$ cat src/core/iwcs_defines.vh
`ifndef IWCS_DEFINES_VH
`define IWCS_DEFINES_VH
// Register byte offsets
`define IWCS_ADR_CTRL     8'h00
`define IWCS_ADR_EN0      8'h04
`define IWCS_ADR_FLAG0    8'h08
`define IWCS_ADR_EVT_STAT 8'h0C
`define IWCS_ADR_EVT_CLR  8'h10
`define IWCS_ADR_EVT_EN   8'h14
// Shadow bank (bank 31) window, eight byte entries
`define IWCS_ADR_SHD_BASE 8'h80
`define IWCS_SHD_W        3'h0
`define IWCS_SHD_STATUS   3'h1
`define IWCS_SHD_BANK_SEL 3'h2
`define IWCS_SHD_FSR0L    3'h3
`define IWCS_SHD_FSR0H    3'h4
`define IWCS_SHD_FSR1L    3'h5
`define IWCS_SHD_FSR1H    3'h6
`define IWCS_SHD_PC_HIGH  3'h7
`define IWCS_SHD_BANK     5'h1F
// Field positions
`define IWCS_CTRL_GLB_EN  7
`define IWCS_CTRL_EDGE    0
`define IWCS_EXT_BIT      4
`define IWCS_STATUS_TMO   4
`define IWCS_STATUS_PWRDN 3
`define IWCS_STATUS_SAVE  8'hE7
// Event status bits
`define IWCS_EVT_EDGE     0
`define IWCS_EVT_WAKE     1
`define IWCS_EVT_ENTRY    2
`define IWCS_EVT_EXIT     3
// Vector and timing
`define IWCS_VECTOR       15'h0004
`define IWCS_ENTRY_IDLE   2
`endif

$ cat src/core/iwcs_top.v
// Decided for this implementation: the register offsets and the Wishbone register port.
`default_nettype none
`include "iwcs_defines.vh"
module iwcs_top #(
  parameter NPER = 4
) (
  // Clock and reset
  input  wire        clk_i,
  input  wire        rst_i,
  // Wishbone slave
  input  wire [7:0]  adr_i,
  input  wire [31:0] dat_i,
  input  wire [3:0]  sel_i,
  input  wire        we_i,
  input  wire        cyc_i,
  input  wire        stb_i,
  output wire [31:0] dat_o,
  output wire        ack_o,
  // Event sources
  input  wire        ext_irq_pin_i,
  input  wire [NPER-1:0] periph_evt_i,
  // Core sequencing
  input  wire        halt_exec_i,
  input  wire        core_step_i,
  input  wire        irq_return_i,
  input  wire [14:0] core_pc_i,
  // Live core context
  input  wire [7:0]  core_w_i,
  input  wire [7:0]  core_status_i,
  input  wire [4:0]  core_bank_i,
  input  wire [15:0] core_fsr0_i,
  input  wire [15:0] core_fsr1_i,
  input  wire [6:0]  core_pchi_i,
  // Core control
  output wire        halted_o,
  output wire        flush_o,
  output wire        idle_o,
  output wire        pc_load_o,
  output wire [14:0] pc_vector_o,
  output wire        stack_push_o,
  output wire [14:0] stack_push_pc_o,
  output wire        stack_pop_o,
  // Restored context
  output wire        restore_o,
  output wire [7:0]  rest_w_o,
  output wire [7:0]  rest_status_o,
  output wire [4:0]  rest_bank_o,
  output wire [15:0] rest_fsr0_o,
  output wire [15:0] rest_fsr1_o,
  output wire [6:0]  rest_pchi_o,
  // Interrupt
  output wire        irq_o
);
  localparam [2:0] ST_RUN   = 3'd0;
  localparam [2:0] ST_HALT  = 3'd1;
  localparam [2:0] ST_WAKE  = 3'd2;
  localparam [2:0] ST_IDLE1 = 3'd3;
  localparam [2:0] ST_IDLE2 = 3'd4;

  reg [2:0]  state_reg;
  reg [2:0]  state_next;
  reg        glb_en_reg;
  reg        edge_sel_reg;
  reg [4:0]  en0_reg;
  reg [4:0]  flag0_reg;
  reg [3:0]  evt_stat_reg;
  reg [3:0]  evt_en_reg;
  reg        ack_reg;
  reg [31:0] dat_reg;
  reg        halted_reg;
  reg        flush_reg;
  reg        idle_reg;
  reg        pc_load_reg;
  reg        push_reg;
  reg [14:0] push_pc_reg;
  reg        pop_reg;
  reg        restore_reg;
  reg [63:0] rest_reg;
  reg        irq_reg;

  wire        ext_edge;
  wire [63:0] shadow;
  wire [63:0] live_ctx;
  wire        acc;
  wire        wr;
  wire        wr_ok;
  wire        in_shd;
  wire [4:0]  evt_set;
  wire [4:0]  pend;
  wire        any_pend;
  wire        go_entry;
  wire        go_exit;
  wire [3:0]  evt_hit;
  reg  [31:0] rdata;

  assign acc    = cyc_i & stb_i & ~ack_reg;
  assign wr     = acc & we_i;
  // Only the low byte lane carries register data
  assign wr_ok  = wr & sel_i[0];
  assign in_shd = (adr_i[7:5] == 3'b100) && (adr_i[1:0] == 2'b00);

  iwcs_pin_sync u_sync (
    .clk_i      (clk_i),
    .rst_i      (rst_i),
    .pin_i      (ext_irq_pin_i),
    .rise_sel_i (edge_sel_reg),
    .edge_o     (ext_edge)
  );

  // Timeout and powerdown bits are not shadowed
  assign live_ctx = {1'b0, core_pchi_i, core_fsr1_i, core_fsr0_i, 3'b000, core_bank_i,
                     core_status_i & `IWCS_STATUS_SAVE, core_w_i};

  iwcs_shadow u_shadow (
    .clk_i    (clk_i),
    .rst_i    (rst_i),
    .save_i   (go_entry),
    .live_i   (live_ctx),
    .wr_i     (wr_ok & in_shd),
    .idx_i    (adr_i[4:2]),
    .wdata_i  (dat_i[7:0]),
    .shadow_o (shadow)
  );

  // Flags record events whatever the enables
  assign evt_set  = {ext_edge, periph_evt_i[3:0]};
  assign pend     = flag0_reg & en0_reg;
  assign any_pend = |pend;
  // Redirect only on flag with its enable and global enable
  assign go_entry = (state_reg == ST_RUN && glb_en_reg && any_pend && !halt_exec_i && !irq_return_i) ||
                    (state_reg == ST_WAKE && core_step_i && glb_en_reg);
  assign go_exit  = (state_reg == ST_RUN) && irq_return_i;
  assign evt_hit  = {go_exit, go_entry, (state_reg == ST_HALT) && any_pend, ext_edge};

  always @* begin
    state_next = state_reg;
    case (state_reg)
      ST_RUN: begin
        if (halt_exec_i) begin
          // Pending enabled source makes the halt a no-op
          state_next = any_pend ? ST_WAKE : ST_HALT;
        end else if (go_entry) begin
          state_next = ST_IDLE1;
        end
      end
      ST_HALT: begin
        // Waking needs the source enable only, not global enable
        if (any_pend) begin
          state_next = ST_WAKE;
        end
      end
      ST_WAKE: begin
        // One instruction after the halt runs before any branch
        if (core_step_i) begin
          state_next = glb_en_reg ? ST_IDLE1 : ST_RUN;
        end
      end
      ST_IDLE1: begin
        state_next = ST_IDLE2;
      end
      ST_IDLE2: begin
        state_next = ST_RUN;
      end
      default: begin
        state_next = ST_RUN;
      end
    endcase
  end

  always @(posedge clk_i) begin
    if (rst_i) begin
      state_reg <= ST_RUN;
    end else begin
      state_reg <= state_next;
    end
  end

  // Control, enable and flag registers
  always @(posedge clk_i) begin
    if (rst_i) begin
      glb_en_reg   <= 1'b0;
      edge_sel_reg <= 1'b0;
      en0_reg      <= 5'h00;
      flag0_reg    <= 5'h00;
      evt_en_reg   <= 4'h0;
    end else begin
      if (go_entry) begin
        glb_en_reg <= 1'b0;
      end else if (go_exit) begin
        glb_en_reg <= 1'b1;
      end else if (wr_ok && adr_i == `IWCS_ADR_CTRL) begin
        glb_en_reg <= dat_i[`IWCS_CTRL_GLB_EN];
      end
      if (wr_ok && adr_i == `IWCS_ADR_CTRL) begin
        edge_sel_reg <= dat_i[`IWCS_CTRL_EDGE];
      end
      if (wr_ok && adr_i == `IWCS_ADR_EN0) begin
        en0_reg <= dat_i[4:0];
      end
      if (wr_ok && adr_i == `IWCS_ADR_EVT_EN) begin
        evt_en_reg <= dat_i[3:0];
      end
      // Hardware set wins over a software write in the same cycle
      if (wr_ok && adr_i == `IWCS_ADR_FLAG0) begin
        flag0_reg <= dat_i[4:0] | evt_set;
      end else begin
        flag0_reg <= flag0_reg | evt_set;
      end
    end
  end

  // Sticky event status, write-one-to-clear, set wins
  always @(posedge clk_i) begin
    if (rst_i) begin
      evt_stat_reg <= 4'h0;
      irq_reg      <= 1'b0;
    end else begin
      if (wr_ok && adr_i == `IWCS_ADR_EVT_CLR) begin
        evt_stat_reg <= (evt_stat_reg & ~dat_i[3:0]) | evt_hit;
      end else begin
        evt_stat_reg <= evt_stat_reg | evt_hit;
      end
      irq_reg <= |(evt_stat_reg & evt_en_reg);
    end
  end

  // Core sequencing outputs, all one-cycle pulses except halted and idle
  always @(posedge clk_i) begin
    if (rst_i) begin
      halted_reg  <= 1'b0;
      flush_reg   <= 1'b0;
      idle_reg    <= 1'b0;
      pc_load_reg <= 1'b0;
      push_reg    <= 1'b0;
      push_pc_reg <= 15'h0000;
      pop_reg     <= 1'b0;
      restore_reg <= 1'b0;
      rest_reg    <= 64'h0000_0000_0000_0000;
    end else begin
      halted_reg  <= (state_next == ST_HALT);
      flush_reg   <= go_entry;
      pc_load_reg <= go_entry;
      push_reg    <= go_entry;
      // Idle covers the flushed slot and the vector fetch
      idle_reg    <= (state_next == ST_IDLE1) || (state_next == ST_IDLE2);
      if (go_entry) begin
        push_pc_reg <= core_pc_i;
      end
      pop_reg     <= go_exit;
      restore_reg <= go_exit;
      if (go_exit) begin
        // Shadow values, possibly edited by software, replace live ones
        rest_reg <= shadow;
      end
    end
  end

  // Wishbone read mux, unmapped reads return zero
  always @* begin
    rdata = 32'h0000_0000;
    if (in_shd) begin
      rdata = {24'h000000, shadow[adr_i[4:2]*8 +: 8]};
    end else begin
      case (adr_i)
        `IWCS_ADR_CTRL:     rdata = {24'h000000, glb_en_reg, 6'h00, edge_sel_reg};
        `IWCS_ADR_EN0:      rdata = {27'h0000000, en0_reg};
        `IWCS_ADR_FLAG0:    rdata = {27'h0000000, flag0_reg};
        `IWCS_ADR_EVT_STAT: rdata = {28'h0000000, evt_stat_reg};
        `IWCS_ADR_EVT_EN:   rdata = {28'h0000000, evt_en_reg};
        default:            rdata = 32'h0000_0000;
      endcase
    end
  end

  // Every access, mapped or not, is acked one cycle later
  always @(posedge clk_i) begin
    if (rst_i) begin
      ack_reg <= 1'b0;
      dat_reg <= 32'h0000_0000;
    end else begin
      ack_reg <= acc;
      if (acc && !we_i) begin
        dat_reg <= rdata;
      end
    end
  end

  assign dat_o           = dat_reg;
  assign ack_o           = ack_reg;
  assign halted_o        = halted_reg;
  assign flush_o         = flush_reg;
  assign idle_o          = idle_reg;
  assign pc_load_o       = pc_load_reg;
  assign pc_vector_o     = `IWCS_VECTOR;
  assign stack_push_o    = push_reg;
  assign stack_push_pc_o = push_pc_reg;
  assign stack_pop_o     = pop_reg;
  assign restore_o       = restore_reg;
  assign rest_w_o        = rest_reg[7:0];
  assign rest_status_o   = rest_reg[15:8];
  assign rest_bank_o     = rest_reg[20:16];
  assign rest_fsr0_o     = {rest_reg[39:32], rest_reg[31:24]};
  assign rest_fsr1_o     = {rest_reg[55:48], rest_reg[47:40]};
  assign rest_pchi_o     = rest_reg[62:56];
  assign irq_o           = irq_reg;
endmodule
`default_nettype wire

$ cat src/core/iwcs_pin_sync.v
`default_nettype none
module iwcs_pin_sync (
  // Clock and reset
  input  wire clk_i,
  input  wire rst_i,
  // Pin and edge choice
  input  wire pin_i,
  input  wire rise_sel_i,
  // Selected edge, one cycle
  output wire edge_o
);
  reg meta_reg;
  reg sync_reg;
  reg prev_reg;
  reg edge_reg;
  reg [2:0] warm_reg;
  // Pin is asynchronous; only sync_reg reads meta_reg
  always @(posedge clk_i) begin
    if (rst_i) begin
      meta_reg <= 1'b0;
      sync_reg <= 1'b0;
      prev_reg <= 1'b0;
      edge_reg <= 1'b0;
      warm_reg <= 3'h0;
    end else begin
      meta_reg <= pin_i;
      sync_reg <= meta_reg;
      prev_reg <= sync_reg;
      warm_reg <= {warm_reg[1:0], 1'b1};
      // No edge until prev_reg holds a synced level, whatever the pin idles at
      edge_reg <= warm_reg[2] & (rise_sel_i ? (sync_reg & ~prev_reg) : (~sync_reg & prev_reg));
    end
  end
  assign edge_o = edge_reg;
endmodule
`default_nettype wire

$ cat src/core/iwcs_shadow.v
`default_nettype none
`include "iwcs_defines.vh"
module iwcs_shadow (
  // Clock and reset
  input  wire        clk_i,
  input  wire        rst_i,
  // Save of live context
  input  wire        save_i,
  input  wire [63:0] live_i,
  // Software access
  input  wire        wr_i,
  input  wire [2:0]  idx_i,
  input  wire [7:0]  wdata_i,
  // Shadow contents
  output wire [63:0] shadow_o
);
  reg [7:0] mem_reg [0:7];
  genvar g;
  generate
    for (g = 0; g < 8; g = g + 1) begin : g_ent
      // Entry save beats a software write in the same cycle
      always @(posedge clk_i) begin
        if (rst_i) begin
          mem_reg[g] <= 8'h00;
        end else if (save_i) begin
          mem_reg[g] <= live_i[g*8 +: 8];
        end else if (wr_i && idx_i == g) begin
          mem_reg[g] <= wdata_i;
        end
      end
      assign shadow_o[g*8 +: 8] = mem_reg[g];
    end
  endgenerate
endmodule
`default_nettype wire

$ cat config.mk
export PLATFORM = sky130hd
export DESIGN_NAME = iwcs_top
export DESIGN_NICKNAME = d
export VERILOG_FILES = /design/src/core/iwcs_top.v /design/src/core/iwcs_pin_sync.v /design/src/core/iwcs_shadow.v
export VERILOG_INCLUDE_DIRS = /design/src /design/src/core
export SDC_FILE = /design/constraint.sdc
export NUM_CORES = 1
export LEC_CHECK = 0
export BUFFER_PORTS_ARGS = -buffer_cell sky130_fd_sc_hd__buf_2
export CORE_ASPECT_RATIO = 0.75
export CORE_MARGIN = 8
export CORE_UTILIZATION = 46
export DETAILED_ROUTE_END_ITERATION = 8
export GPL_TIMING_DRIVEN = 1
export PLACE_DENSITY = 0.76
export SLEW_MARGIN = 0
export SYNTH_ARGS = -nofsm -noshare
export SYNTH_HDL_FRONTEND = slang
export SYNTH_SLANG_ARGS = --single-unit
$ cat constraint.sdc
create_clock -name clk_i -period 2 [get_ports clk_i]
set_clock_uncertainty 0.1 [all_clocks]
set_input_delay 0.1 -clock clk_i [delete_from_list [all_inputs] [get_ports clk_i]]
set_output_delay 0.1 -clock clk_i [all_outputs]
set_load 0.005 [all_outputs]
==> flow_summary_export.csv <==
group,metric,value,unit
die,die_w,170.6,um
die,dieHeight,131.9,um
grt,top_usage_layer,"met2",
sta,rsz0062_at_grt,"yes",
worst_setup_path,critPathLaunch,"en0_reg[1]",
job,cap_violations,0,
power,vdd_drop_max,0.0005076,V
power,seqPwrFrac,49.4,%
layout,n_fill_cell,1362,
logic_synthesis,synth-seq-cells,183,
sta,slew_viol_final,0,
worst_setup_path,crit_path_end_kind,"register",
logic_synthesis,yosysWarnings,0,
clocking,cts_tree,"built",
die,num_rows,42,
power,power_density,697.9,nW/um^2
grt,track_usage,25.04,%
die,core,17600,sq um
grt,antenna_found_initial,1,
grt,use_met3,9.695,%
grt,grt_pass1_vias,7931,
sta,tightest_slew,0.5851,ns
power,switching_share,24.98,%
worst_setup_path,startpoint_type,"register",
grt,grt_pass1_wl,43.88,mm
sta,min_period,2.141,ns
grt,grt_max_degree,64,
layout,diodes,0,
clocking,cts_root_buffer,"clkbuf_16",
power,combPwrFrac,10.7,%
die,start_util,46.84,%
drt,via_per_inst,5.533,
sta,setup_violations,129,
drt,first_pass_iters,5,
worst_setup_path,critical_path_class,"register to register",
clocking,cts_htree_levels,4,
worst_setup_path,worst_r2r_endpoint,"u_shadow.mem_reg[2][2]",
grt,gr-usage-met2,38.94,%
die,ios,263,
logic_synthesis,synth-async-reset-ratio,0,%
power,p_sw,2.042,mW
power,p_int,6.132,mW
sta,final_hold_viol_count,0,
power,p_leak,4.715,nW
sta,final.period_utilization,107.1,%
worst_setup_path,rrSetupSlack,-0.14,ns
drt,via_count,8017,
logic_synthesis,synthCells,910,
clocking,clk_latency,0.43,ns
drt,drc_errors,0,
worst_setup_path,crit-reg2reg-launch,"en0_reg[1]",
worst_setup_path,required,2.19,ns
clocking,cts_buffers,17,
drt,postRouteWirelength,29.28,mm
sta,timing.final.ws_setup,-0.1410,ns
logic_synthesis,avgSynthCellArea,9.061,sq um
sta,max_slew_margin,60.99,%
drt,wire_per_inst,20.21,um
layout,largest_reg_flops,64,
layout,drive_gt1_share,35.54,%
layout,syn2layout_area_growth,42.05,%
power,finalPower,8.174,mW
clocking,clock_sinks,183,
worst_setup_path,rr_worst_depth,10,
logic_synthesis,synth_cell_types,48,
sta,max_freq,467.1,MHz
worst_setup_path,critical_path_arrival,2.33,ns
sta,holdWs,0.04329,ns
clocking,clk_pin_slew,0.07,ns
outcome,violations,"negative setup slack",
drt,antenna_left,0,
logic_synthesis,synth-edff-count,64,
sta,tns,-10.48,ns
grt,grt_use_met1,31.20,%
layout,fin_nets,1326,
placed_design,gp_congestion,0.9069,
min_path,holdCritStartpoint,"we_i",
placed_design,placed_cells,1321,
min_path,hold_class,"input port to register",
logic_synthesis,synth_flop_cell,"dfxtp_1",
placed_design,dp_hpwl,19.25,mm
logic_synthesis,mappedNetlistArea,8245,sq um
outcome,status,"finished with violations",
worst_setup_path,path_max_fanout,8,
logic_synthesis,ys_seq_area_share,52.20,%
die,die_area,22510,sq um
drt,drt-initial-drc-count,810,
clocking,cts_buffer_depth,2,
power,clock_power_share,39.8,%
layout,final_cells,1449,
placed_design,numPortBuffers,194,
grt,grt-ovfl-total,0,
worst_setup_path,endpoint,"u_shadow.mem_reg[2][2]",
[cell usage in the layout, fill, tap and decap left out, drive strengths merged, types with 18 or more instances in the layout]
cell           n
a21oi        148
nor2          30
clkbuf        25
mux2i         18
edfxtp        64
dlygate4sd3   82
dfxtp        119
buf          266
nand3         63
conb          39
nand2        220
nor3          19
[how the worst min path moves through the flow]
stage                      end  slack, ns  depth (start not counted)
2_1_floorplan  u_sync.meta_reg       0.13                          1
4_1_cts        evt_stat_reg[1]      0.005                          2
5_1_grt        evt_stat_reg[1]       0.05                          2
3_5_place_dp   u_sync.meta_reg       0.22                          2
6_report              dat_o[6]       0.04                          4
3_3_place_gp   u_sync.meta_reg       0.21                          2
[layer usage]
metal	vias to the layer above	share of wire (%)
met3	55	12
li1	3650	-
met1	3877	40
met4	2	2.2
met2	433	46
met5	-	0.034
[repair_timing]
item,in CTS,in global routing
setup endpoints to repair,146,147
resized for setup,43,70
pin swaps,23,44
gates cloned,5,2
endpoints found under the hold margin,80,0
buffers inserted,7,0
hold buffers,82,0
[Yosys cell counts, drive strengths merged, types with 3 or more instances]
cell | n | area (sq um)
nand2 | 220 | 825.8
mux2 | 5 | 56.30
nor2b | 8 | 50.05
edfxtp | 64 | 1922
mux2i | 18 | 180.2
clkbuf | 54 | 202.7
a21oi | 148 | 740.7
nand4 | 4 | 25.02
a22oi | 6 | 45.04
buf | 68 | 454.2
nand2b | 3 | 18.77
nand3 | 63 | 315.3
dfxtp | 119 | 2382
mux4 | 15 | 337.8
nor3 | 19 | 95.09
or3 | 9 | 56.30
o32a | 3 | 30.03
o21ai | 5 | 25.02
nor2 | 30 | 115.1
and3 | 17 | 106.4
[power by group through the flow]
stage | clock network, mW | logic (mW) | registers (mW)
finish | 3.26 | 0.876 | 4.04
global placement | 0 | 0.707 | 4.11
detailed placement | 0 | 0.712 | 4.12
CTS | 3.25 | 0.844 | 4.04
floorplan | 0 | 0.412 | 4.10
global route | 3.40 | 0.938 | 4.05
[metrics by stage]
stage | worst slack, ns | utilization, % | cell area, sq um
floorplan | -0.02149 | - | 8429
global placement | -0.1059 | 54.49 | 9593
detailed placement | -0.2318 | 54.49 | 9593
CTS | -0.1346 | 64.54 | 11360
global route | -0.2447 | 66.53 | 11710
finish | -0.1410 | 66.53 | 11710
[cells by family (layout without fill, tap and decap cells)]
logic type | after synthesis | after routing | share of synthesized area (%)
other | 2 | 39 | 0.09108
AND/OR/NAND/NOR | 384 | 384 | 20.67
multiplexers | 38 | 38 | 6.965
AO/OA/AOI/OAI | 179 | 179 | 12.02
buffers and inverters | 124 | 384 | 8.058
flip-flops | 183 | 183 | 52.20
[worst max-delay path: stages, from the launching register on]
cell and delay, ns:
dfxtp_2 0.33, a222oi_1 0.32, buf_4 0.18, a211oi_4 0.06, buf_6 0.13, a32oi_4 0.22, buf_12 0.16, buf_12 0.11
buf_16 0.14, nand3_4 0.08, a21oi_2 0.16
[area by class of cell]
class	count	area, sq um	area share, %
sequential	183	4308	36.78
multi-input combinational	640	3925	33.51
timing repair buffer	350	2608	22.26
clock buffer	23	499.2	4.262
tap	242	302.8	2.585
clock inverter	9	62.56	0.5341
inverter	2	7.507	0.06410
Note: power is estimated with default switching activity, not from simulation.
